===== config.mk =====
export PLATFORM = sky130hd
export DESIGN_NAME = adcsq_top
export DESIGN_NICKNAME = d
export VERILOG_FILES = /design/src/hw/adcsq_pkg.sv /design/src/hw/adcsq_result_reg.sv /design/src/hw/adcsq_top.sv
export VERILOG_INCLUDE_DIRS = /design/src /design/src/hw
export SDC_FILE = /design/constraint.sdc
export NUM_CORES = 1
export LEC_CHECK = 0
export BUFFER_PORTS_ARGS = -buffer_cell sky130_fd_sc_hd__buf_2
export CAP_MARGIN = 25
export CORE_ASPECT_RATIO = 0.8
export CORE_MARGIN = 1
export CORE_UTILIZATION = 53
export CTS_CLUSTER_SIZE = 28
export DETAILED_ROUTE_END_ITERATION = 7
export HOLD_SLACK_MARGIN = 0.15
export PLACE_DENSITY = 0.88
export SYNTH_ARGS = -nofsm -noshare
export SYNTH_HDL_FRONTEND = slang
export SYNTH_HIERARCHICAL = 1
export SYNTH_SLANG_ARGS = --single-unit

===== constraint.sdc =====
create_clock -name clk -period 2.1 [get_ports clk]
set_input_delay 0.42 -clock clk [delete_from_list [all_inputs] [get_ports clk]]
set_output_delay 0.42 -clock clk [all_outputs]
set_load 0.01 [all_outputs]

===== src/hw/adcsq_params.svh =====
`ifndef ADCSQ_PARAMS_SVH
`define ADCSQ_PARAMS_SVH

// CPU byte addresses, lower 20 bits
`define ADCSQ_ADDR_RES_A_HI   20'hfffe0
`define ADCSQ_ADDR_RES_A_LO   20'hfffe1
`define ADCSQ_ADDR_RES_B_HI   20'hfffe2
`define ADCSQ_ADDR_RES_B_LO   20'hfffe3
`define ADCSQ_ADDR_RES_C_HI   20'hfffe4
`define ADCSQ_ADDR_RES_C_LO   20'hfffe5
`define ADCSQ_ADDR_RES_D_HI   20'hfffe6
`define ADCSQ_ADDR_RES_D_LO   20'hfffe7
`define ADCSQ_ADDR_CTRL       20'hfffe8
`define ADCSQ_ADDR_TRIG       20'hfffe9

// Control/status field positions
`define ADCSQ_CSR_END_FLAG    7
`define ADCSQ_CSR_IRQ_EN      6
`define ADCSQ_CSR_START       5
`define ADCSQ_CSR_SCAN        4
`define ADCSQ_CSR_SPEED       3
`define ADCSQ_CSR_GROUP       2

// Trigger control field positions
`define ADCSQ_TRG_ENABLE      7
`define ADCSQ_TRG_SPARE       0

// Reset values
`define ADCSQ_CSR_RESET       8'h00
`define ADCSQ_TRG_RESET       8'h7e
`define ADCSQ_TRG_FIXED_ONES  6'h3f
`define ADCSQ_RES_RESET       10'h000
`define ADCSQ_UNMAPPED_READ   8'hff

// Conversion lengths in states; one state is one clk cycle
`define ADCSQ_STATE_CYCLES    1
`define ADCSQ_SLOW_FIRST_ST   134
`define ADCSQ_FAST_FIRST_ST   70
`define ADCSQ_SLOW_NEXT_ST    128
`define ADCSQ_FAST_NEXT_ST    66
`define ADCSQ_SLOW_FIRST_CYC  (`ADCSQ_SLOW_FIRST_ST * `ADCSQ_STATE_CYCLES)
`define ADCSQ_FAST_FIRST_CYC  (`ADCSQ_FAST_FIRST_ST * `ADCSQ_STATE_CYCLES)
`define ADCSQ_SLOW_NEXT_CYC   (`ADCSQ_SLOW_NEXT_ST * `ADCSQ_STATE_CYCLES)
`define ADCSQ_FAST_NEXT_CYC   (`ADCSQ_FAST_NEXT_ST * `ADCSQ_STATE_CYCLES)

`endif


===== src/hw/adcsq_pkg.sv =====
package adcsq_pkg;

   typedef struct packed
   {
      logic [19:0] addr;
      logic        rd;
      logic        wr;
      logic [7:0]  wdata;
   } adcsq_bus_s;

   typedef struct packed
   {
      logic       start;
      logic [2:0] channel;
      logic       fast;
   } adcsq_core_s;

   typedef enum logic [0:0]
   {
      ADCSQ_IDLE = 1'b0,
      ADCSQ_CONV = 1'b1
   } adcsq_state_e;

   typedef logic [7:0] adcsq_count_t;

endpackage


===== src/hw/adcsq_result_reg.sv =====
`timescale 1ns/100ps
`include "adcsq_params.svh"

module adcsq_result_reg
(
   input  wire logic        clk,    // System clock
   input  wire logic        rst_n,  // Async reset, active low
   input  wire logic        clear,  // Standby clear
   input  wire logic        load,   // Store new result
   input  wire logic [9:0]  data,   // Conversion result
   output logic      [15:0] value   // Stored word, low six bits zero
);

   logic [9:0] res_r;

   always_ff @(posedge clk or negedge rst_n)
   begin
      if (!rst_n)
      begin
         res_r <= `ADCSQ_RES_RESET;
      end
      else if (clear)
      begin
         res_r <= `ADCSQ_RES_RESET;
      end
      else if (load)
      begin
         res_r <= data;
      end
   end

   assign value = {res_r, 6'h00};

endmodule // adcsq_result_reg


===== src/hw/adcsq_top.sv =====
// What this block does
// - Each result goes to register A-D by channel modulo four.
// - Upper eight result bits in high byte, low two in byte bits 7-6.
// - Result register bits 5 to 0 always read zero.
// - Result registers clear on reset and on standby.
// - High byte read directly; low byte comes through a holding register.
// - High byte read copies low byte to holding; read high first.
// - Results readable at any time, also during conversion.
// - Control/status register clears on reset and on standby.
// - End flag sets after single conversion or after whole scan group.
// - End flag clears by writing zero after reading it as one.
// - Interrupt asserted while end flag and interrupt enable are both one.
// - Start bit set by software, trigger pin or timer; reads one while busy.
// - Single mode converts one channel then clears start bit.
// - Scan mode rotates channels until start bit cleared or standby.
// - Every scan and restart begins at the group's lowest channel.
// - Bit 4 selects single or scan mode.
// - Bit 3 selects 134-state or 70-state conversion.
// - Bit 2 selects group; bits 1-0 pick channel or scan count.
// - Trigger enable gates pin falling edge and timer match starts.
`timescale 1ns/100ps
`include "adcsq_params.svh"

module adcsq_top
(
   input  wire logic                   clk,             // System clock, 20 MHz
   input  wire logic                   rst_n,           // Async reset, active low
   input  wire logic                   standby,         // Standby level, clears block
   input  wire adcsq_pkg::adcsq_bus_s  bus,             // CPU byte bus request
   output logic                 [7:0]  rdata,           // CPU read data
   input  wire logic                   ext_trigger_pin, // External trigger pin
   input  wire logic                   timer_match,     // Timer compare match pulse
   output adcsq_pkg::adcsq_core_s      core,            // Converter core control
   input  wire logic            [9:0]  core_result,     // Converter core result
   output logic                        conv_end_irq     // End-of-conversion request
);

   import adcsq_pkg::*;

   localparam adcsq_count_t SLOW_FIRST = adcsq_count_t'(`ADCSQ_SLOW_FIRST_CYC - 1);
   localparam adcsq_count_t FAST_FIRST = adcsq_count_t'(`ADCSQ_FAST_FIRST_CYC - 1);
   localparam adcsq_count_t SLOW_NEXT  = adcsq_count_t'(`ADCSQ_SLOW_NEXT_CYC - 1);
   localparam adcsq_count_t FAST_NEXT  = adcsq_count_t'(`ADCSQ_FAST_NEXT_CYC - 1);

   logic          end_flag_r;
   logic          flag_armed_r;
   logic          irq_en_r;
   logic          start_r;
   logic          scan_r;
   logic          speed_r;
   logic [2:0]    chan_sel_r;
   logic          trig_en_r;
   logic          trig_spare_r;
   logic [7:0]    temp_r;
   logic [7:0]    rdata_r;
   logic          trig_s1_r;
   logic          trig_s2_r;
   logic          trig_s3_r;
   adcsq_state_e  state_r;
   adcsq_count_t  cnt_r;
   logic [1:0]    pos_r;
   logic          core_start_r;
   logic [2:0]    core_chan_r;
   logic [15:0]   res_value [4];
   logic [3:0]    res_load;

   logic          ctrl_wr;
   logic          ctrl_rd;
   logic          trig_wr;
   logic          res_rd;
   logic [1:0]    res_idx;
   logic          pin_fall;
   logic          hw_start;
   logic          conv_done;
   logic          scan_last;
   logic          flag_set;
   logic          single_done;
   logic [1:0]    cur_pos;
   logic [7:0]    csr_value;
   logic [7:0]    trg_value;

   // Address decode
   assign ctrl_wr = bus.wr && (bus.addr == `ADCSQ_ADDR_CTRL);
   assign ctrl_rd = bus.rd && (bus.addr == `ADCSQ_ADDR_CTRL);
   assign trig_wr = bus.wr && (bus.addr == `ADCSQ_ADDR_TRIG);
   assign res_rd  = bus.rd && (bus.addr >= `ADCSQ_ADDR_RES_A_HI) && (bus.addr <= `ADCSQ_ADDR_RES_D_LO);
   assign res_idx = bus.addr[2:1];

   // Trigger pin synchroniser and falling edge
   always_ff @(posedge clk or negedge rst_n)
   begin
      if (!rst_n)
      begin
         trig_s1_r <= 1'b1;
         trig_s2_r <= 1'b1;
         trig_s3_r <= 1'b1;
      end
      else
      begin
         trig_s1_r <= ext_trigger_pin;
         trig_s2_r <= trig_s1_r;
         trig_s3_r <= trig_s2_r;
      end
   end

   assign pin_fall = trig_s3_r && !trig_s2_r;
   assign hw_start = trig_en_r && (pin_fall || timer_match);

   // Sequencer events
   assign cur_pos     = scan_r ? pos_r : chan_sel_r[1:0];
   assign conv_done   = (state_r == ADCSQ_CONV) && start_r && (cnt_r == '0);
   assign scan_last   = pos_r == chan_sel_r[1:0];
   assign single_done = conv_done && !scan_r;
   assign flag_set    = conv_done && (!scan_r || scan_last);

   // Control bits of the control/status register
   always_ff @(posedge clk or negedge rst_n)
   begin
      if (!rst_n)
      begin
         irq_en_r   <= 1'b0;
         scan_r     <= 1'b0;
         speed_r    <= 1'b0;
         chan_sel_r <= 3'h0;
      end
      else if (standby)
      begin
         irq_en_r   <= 1'b0;
         scan_r     <= 1'b0;
         speed_r    <= 1'b0;
         chan_sel_r <= 3'h0;
      end
      else if (ctrl_wr)
      begin
         irq_en_r   <= bus.wdata[`ADCSQ_CSR_IRQ_EN];
         scan_r     <= bus.wdata[`ADCSQ_CSR_SCAN];
         speed_r    <= bus.wdata[`ADCSQ_CSR_SPEED];
         chan_sel_r <= bus.wdata[2:0];
      end
   end

   // Start bit; a set while already one leaves the sequence alone
   always_ff @(posedge clk or negedge rst_n)
   begin
      if (!rst_n)
      begin
         start_r <= 1'b0;
      end
      else if (standby)
      begin
         start_r <= 1'b0;
      end
      else if (!start_r && ((ctrl_wr && bus.wdata[`ADCSQ_CSR_START]) || hw_start))
      begin
         start_r <= 1'b1;
      end
      else if (ctrl_wr && !bus.wdata[`ADCSQ_CSR_START])
      begin
         start_r <= 1'b0;
      end
      else if (single_done)
      begin
         start_r <= 1'b0;
      end
   end

   // End flag; a set in the clearing cycle wins
   always_ff @(posedge clk or negedge rst_n)
   begin
      if (!rst_n)
      begin
         end_flag_r   <= 1'b0;
         flag_armed_r <= 1'b0;
      end
      else if (standby)
      begin
         end_flag_r   <= 1'b0;
         flag_armed_r <= 1'b0;
      end
      else if (flag_set)
      begin
         end_flag_r <= 1'b1;
      end
      else if (ctrl_wr && !bus.wdata[`ADCSQ_CSR_END_FLAG] && flag_armed_r)
      begin
         end_flag_r   <= 1'b0;
         flag_armed_r <= 1'b0;
      end
      else if (ctrl_rd && end_flag_r)
      begin
         flag_armed_r <= 1'b1;
      end
   end

   // Trigger control register
   always_ff @(posedge clk or negedge rst_n)
   begin
      if (!rst_n)
      begin
         trig_en_r    <= 1'(`ADCSQ_TRG_RESET >> `ADCSQ_TRG_ENABLE);
         trig_spare_r <= 1'b0;
      end
      else if (standby)
      begin
         trig_en_r    <= 1'b0;
         trig_spare_r <= 1'b0;
      end
      else if (trig_wr)
      begin
         trig_en_r    <= bus.wdata[`ADCSQ_TRG_ENABLE];
         trig_spare_r <= bus.wdata[`ADCSQ_TRG_SPARE];
      end
   end

   // Conversion sequencer
   always_ff @(posedge clk or negedge rst_n)
   begin
      if (!rst_n)
      begin
         state_r <= ADCSQ_IDLE;
         cnt_r   <= '0;
         pos_r   <= 2'h0;
      end
      else if (standby || !start_r)
      begin
         state_r <= ADCSQ_IDLE;
         cnt_r   <= '0;
         pos_r   <= 2'h0;
      end
      else
      begin
         unique case (state_r)
            ADCSQ_IDLE:
            begin
               state_r <= ADCSQ_CONV;
               cnt_r   <= speed_r ? FAST_FIRST : SLOW_FIRST;
               pos_r   <= 2'h0;
            end
            ADCSQ_CONV:
            begin
               if (cnt_r != '0)
               begin
                  cnt_r <= cnt_r - 1'b1;
               end
               else if (!scan_r)
               begin
                  state_r <= ADCSQ_IDLE;
               end
               else
               begin
                  cnt_r <= speed_r ? FAST_NEXT : SLOW_NEXT;
                  pos_r <= scan_last ? 2'h0 : pos_r + 2'h1;
               end
            end
         endcase
      end
   end

   // Core control outputs
   always_ff @(posedge clk or negedge rst_n)
   begin
      if (!rst_n)
      begin
         core_start_r <= 1'b0;
         core_chan_r  <= 3'h0;
      end
      else
      begin
         core_start_r <= !standby && start_r &&
                         ((state_r == ADCSQ_IDLE) || (conv_done && scan_r));
         if ((state_r == ADCSQ_IDLE) && start_r)
         begin
            core_chan_r <= {chan_sel_r[2], scan_r ? 2'h0 : chan_sel_r[1:0]};
         end
         else if (conv_done && scan_r)
         begin
            core_chan_r <= {chan_sel_r[2], scan_last ? 2'h0 : pos_r + 2'h1};
         end
      end
   end

   assign core.start   = core_start_r;
   assign core.channel = core_chan_r;
   assign core.fast    = speed_r;

   // Result storage, one register per channel pair
   genvar gi;
   generate
      for (gi = 0; gi < 4; gi++)
      begin : g_res
         assign res_load[gi] = conv_done && !standby && (cur_pos == 2'(gi));
         adcsq_result_reg u_res
         (
            .clk   (clk),
            .rst_n (rst_n),
            .clear (standby),
            .load  (res_load[gi]),
            .data  (core_result),
            .value (res_value[gi])
         );
      end
   endgenerate

   assign csr_value = {end_flag_r, irq_en_r, start_r, scan_r, speed_r, chan_sel_r};
   assign trg_value = {trig_en_r, `ADCSQ_TRG_FIXED_ONES, trig_spare_r};

   // Holding register for low result bytes
   always_ff @(posedge clk or negedge rst_n)
   begin
      if (!rst_n)
      begin
         temp_r <= 8'h00;
      end
      else if (standby)
      begin
         temp_r <= 8'h00;
      end
      else if (res_rd && !bus.addr[0])
      begin
         temp_r <= res_value[res_idx][7:0];
      end
   end

   // Read data, registered one cycle after the strobe
   always_ff @(posedge clk or negedge rst_n)
   begin
      if (!rst_n)
      begin
         rdata_r <= 8'h00;
      end
      else if (bus.rd)
      begin
         if (res_rd)
         begin
            rdata_r <= bus.addr[0] ? temp_r : res_value[res_idx][15:8];
         end
         else if (bus.addr == `ADCSQ_ADDR_CTRL)
         begin
            rdata_r <= csr_value;
         end
         else if (bus.addr == `ADCSQ_ADDR_TRIG)
         begin
            rdata_r <= trg_value;
         end
         else
         begin
            rdata_r <= `ADCSQ_UNMAPPED_READ;
         end
      end
   end

   assign rdata        = rdata_r;
   assign conv_end_irq = end_flag_r && irq_en_r;

   property p_irq_follows;
      @(posedge clk) disable iff (!rst_n)
      (flag_set && irq_en_r && !standby && !ctrl_wr) |=> conv_end_irq;
   endproperty
   a_irq_follows: assert property (p_irq_follows) else $error("irq mismatch");

   property p_single_end;
      @(posedge clk) disable iff (!rst_n)
      (single_done && !standby) |=> (end_flag_r && !start_r);
   endproperty
   a_single_end: assert property (p_single_end) else $error("single end wrong");

   property p_low_zero;
      @(posedge clk) disable iff (!rst_n)
      (bus.rd && res_rd && !bus.addr[0]) |=> (temp_r[5:0] == 6'h00);
   endproperty
   a_low_zero: assert property (p_low_zero) else $error("low bits not zero");

   property p_standby_clear;
      @(posedge clk) disable iff (!rst_n)
      standby |=> (csr_value == `ADCSQ_CSR_RESET) && (res_value[0] == 16'h0000) && (res_value[3] == 16'h0000);
   endproperty
   a_standby_clear: assert property (p_standby_clear) else $error("standby clear failed");

   property p_trig_ignored;
      @(posedge clk) disable iff (!rst_n)
      (!trig_en_r && !start_r && !ctrl_wr && !standby) |=> !start_r;
   endproperty
   a_trig_ignored: assert property (p_trig_ignored) else $error("start without enable");

   property p_slow_len;
      @(posedge clk) disable iff (!rst_n)
      ($rose(state_r == ADCSQ_CONV) && !speed_r) |-> (cnt_r == 8'd133);
   endproperty
   a_slow_len: assert property (p_slow_len) else $error("slow length wrong");

   property p_fast_len;
      @(posedge clk) disable iff (!rst_n)
      ($rose(state_r == ADCSQ_CONV) && speed_r) |-> (cnt_r == 8'd69);
   endproperty
   a_fast_len: assert property (p_fast_len) else $error("fast length wrong");

   property p_high_copy;
      @(posedge clk) disable iff (!rst_n)
      (res_rd && !bus.addr[0] && !standby) |=> (temp_r == $past(res_value[res_idx][7:0]));
   endproperty
   a_high_copy: assert property (p_high_copy) else $error("holding copy wrong");

   property p_scan_start;
      @(posedge clk) disable iff (!rst_n)
      (state_r == ADCSQ_IDLE && start_r && !standby) |=> (pos_r == 2'h0) ##1 core_chan_r[1:0] == 2'h0 || !scan_r;
   endproperty
   a_scan_start: assert property (p_scan_start) else $error("scan not at first channel");

   property p_flag_hold;
      @(posedge clk) disable iff (!rst_n)
      (end_flag_r && !flag_armed_r && !standby) |=> end_flag_r;
   endproperty
   a_flag_hold: assert property (p_flag_hold) else $error("flag cleared unread");

endmodule // adcsq_top


==> flow_summary_export.csv <==
group,metric,value,unit
run_status,outcome,"finished, violations left",
run_status,violations,"setup timing",
synth,synth_cell_type_count,45,
global_routing,use_met3,6.30,%
power_and_ir_drop,leakage,2.49,nW
drt,drt_drc_violations_left,0,
worst_setup_path,crit_fanout,6,
drt,antenna_left,0,
worst_setup_path,cp_num_buf_inv,3,
global_routing,grtUsageTotal,25.3,%
timing,fin_skew,7.69,ps
global_routing,grt_pass1_vias,3504,
timing,fin_crit_sh,102,%
timing,relSlewSlack,58.2,%
min_path,whs_endpoint,"irq_en_r",
timing,finalMaxSlewViolations,0,
clock_network,cts_tree,"yes",
placement,port_buffers,58,
synth,synth-edff-count,0,
synth,postSynth.asyncResetShare,100,%
floorplan,io_pins,59,
final_layout,fillCellCount,600,
floorplan,die_area,9000,sq um
global_routing,antenna_found_initial,0,
clock_network,clk_pin_slew,90,ps
worst_setup_path,rrSetupSlack,-50,ps
global_routing,grt.busiest_layer,"met2",
final_layout,layout-drive-gt1-share,29.8,%
final_layout,area_growth,16.3,%
worst_setup_path,crit_required,2330,ps
worst_setup_path,crit_family,"simple AND/OR/NAND/NOR gates",
clock_network,cts_buffers,9,
power_and_ir_drop,pwr_density_cell,569,nW/um^2
run,max-cap-violations,0,
floorplan,start_util,56.3,%
timing,setup_viol,17,
placement,place.gp.congestion,0.912,
min_path,min_from,"bus[6]",
timing,setup_slack,-52.2,ps
drt,vias,3483,
clock_network,cts_sinks,85,
timing,rsz0062_at_grt,"yes",
worst_setup_path,slowest_delay,440,ps
drt,dr.first_iter.drc_count,328,
synth,postSynthAreaPerCell,11.1,sq um
min_path,hp-class,"input pin to register",
synth,synthFlopType,"dfrtp_1",
final_layout,final_nets,535,
synth,synth_cells,413,
placement,dp_hpwl,7610,um
placement,dp_cells,577,
worst_setup_path,arrival,2380,ps
final_layout,antenna_cells,0,
clock_network,clk_latency,360,ps
final_layout,fin_cells,602,
synth,yosys_warnings,6,
worst_setup_path,cp-start-kind,"register",
drt,drt_wl_total,10800,um
global_routing,grt_max_degree,61,
power_and_ir_drop,power,3.03,mW
worst_setup_path,path_class,"register to register",
timing,hold_viol_final,0,
global_routing,met2_usage,40.0,%
timing,worstMarginPinSlew,627,ps
power_and_ir_drop,max-vdd-ir-drop,0.312,mV
floorplan,rows,29,
timing,max_clock_freq,465,MHz
worst_setup_path,r2r_cells,10,
drt,dr.pass1.iters,5,
worst_setup_path,regToRegStartpoint,"cnt_r[1]",
worst_setup_path,crit_path_end_kind,"register",
clock_network,clk_path_buf_depth,2,
worst_setup_path,r2r_end,"g_res[0].u_res/res_r[1]",
worst_setup_path,cp_slowest_cell,"dfrtp_1",
synth,synthTopCellsByArea,"dfrtp_1 (45%), mux2i_1 (15%), mux4_2 (7.9%), nor2_1 (6.2%), buf_4 (4.4%)",
global_routing,grt_pass1_wl,17300,um
worst_setup_path,crit_chain,"inv_2 -> ha_4 -> nor3b_4 -> buf_4 -> and2_4 -> nand4_1 -> nor2_2 -> buf_6 -> mux2i_1 -> nor2_1",
min_path,hold-path-cell-count,3,
global_routing,grt_overflow_total,0,
synth,netlist.area_leader.share,44.9,%
synth,ys_seq_elements,85,
global_routing,use_met1,34.2,%
clock_network,htree_levels,3,
drt,wl_per_cell,18.0,um
synth,seq_area_frac_synth,46.6,%
timing,min_period,2150,ps
synth,netlist_area,4570,sq um
drt,via_per_inst,5.79,
floorplan,die_y,85.1,um
floorplan,core,8130,sq um
synth,yosysTopAreaCell,"dfrtp_1",
clock_network,cts_root_buf,"clkbuf_8",
floorplan,die_w,106,um
[metrics by stage]
stage	TNS [ps]	setup slack [ps]	utilization, %	hold WS (ps)	cell area (sq um)
detailed placement	0	5.15	61.1	349	4960
global placement	0	141	61.1	349	4960
CTS	0	0.462	63.8	283	5190
global route	-2200	-137	65.4	300	5320
finish	-440	-52.2	65.4	292	5320
floorplan	0	32.8	-	124	4650
[kinds of logic (layout without fill, tap and decap cells)]
group           Yosys count  after routing  synth area share [%]
buf+inv                  53            114                  7.33
mux                      88             88                  23.8
flops                    85             85                  46.6
other cells               4             24                 0.328
compound gates           43             43                  5.94
xor+xnor                  7              7                  1.34
fa+ha+maj                 1              1                 0.274
simple gates            132            132                  14.4
[per-layer routing]
metal	share of wire [%]	wire length, um	vias to the layer above
met3	6.9	741	20
met4	1.8	190	0
met1	43	4700	1764
met5	0	0	-
li1	-	-	1548
met2	48	5180	151
[state kept, by name, indices dropped and copies added (netlist names)]
signal	count
pos_r	2
rdata	8
cnt_r	8
core_start_r	1
trig_en_r	1
trig_s1_r	1
end_flag_r	1
scan_r	1
temp_r	8
speed_r	1
g_res.u_res/res_r	40
trig_s3_r	1
core_chan_r	3
flag_armed_r	1
state_r	1
trig_spare_r	1
irq_en_r	1
start_r	1
trig_s2_r	1
chan_sel_r	3
[synthesized netlist by cell type (5+ instances only)]
cell and n:
mux2i_1 68, inv_1 7, o22ai_1 6, clkbuf_1 6, nand2_1 19, mux4_2 16
a21oi_1 16, buf_1 5, nor2b_1 5, dfrtp_1 82, nand4_1 8, buf_4 27
nor2_1 75
[repair_timing]
item | CTS | global route
resized for setup | 1 | 23
endpoints found under the setup margin | 3 | 40
cloned | 0 | 1
pin swaps | 0 | 6
hold buffers | 2 | 0
setup buffers | 0 | 6
endpoints found under the hold margin | 39 | 0
[power by group]
part           leakage [nW]  total (mW)  internal [mW]  switching, mW
clock network        0.0959        1.18          0.584          0.595
logic                  1.26       0.206         0.0809          0.125
registers              1.14        1.64           1.64        0.00103
[placed cells by master (no fill, tap or decap), drive strengths merged, types with 3 or more instances in the layout]
cell type	n
nor2	75
nand2	19
nand3	4
and2	3
mux2i	68
dfrtp	82
conb	24
xnor2	3
nor3	3
o211ai	3
clkbuf	11
mux4	16
nand3b	3
o21a	3
or3	3
o21ai	4
mux2	4
a211oi	3
buf	89
nor2b	5
nand4	8
dfstp	3
o22ai	6
inv	8
a21oi	16
xor2	4
[worst max path at each step]
stage / from / endpoint / slack (ps) / cells after the start
4_1_cts: cnt_r[1] / g_res[3].u_res/res_r[5] / 0.5 / 9
6_report: cnt_r[1] / g_res[0].u_res/res_r[1] / -50 / 10
3_3_place_gp: cnt_r[0] / g_res[0].u_res/res_r[9] / 140 / 10
3_5_place_dp: cnt_r[0] / g_res[2].u_res/res_r[5] / 5 / 9
5_1_grt: cnt_r[1] / g_res[0].u_res/res_r[3] / -140 / 10
2_1_floorplan: cnt_r[0] / g_res[2].u_res/res_r[0] / 30 / 9
[final cells by class]
type	count	area (sq um)	area share (%)
Tap cell	108	135	2.54
Clock buffer	11	141	2.66
Timing Repair Buffer	91	581	10.9
Inverter	7	26.3	0.494
Clock inverter	5	58.8	1.11
Sequential cell	85	2130	40.1
Multi-Input combinational cell	295	2240	42.2
[worst register-to-register path: stages (launching register included)]
cell and delay [ps]:
dfrtp_1 440, inv_2 100, ha_4 130, nor3b_4 200, buf_4 160, and2_4 130, nand4_1 170, nor2_2 240
buf_6 180, mux2i_1 220, nor2_1 60
(Power assumes the default switching activity.)
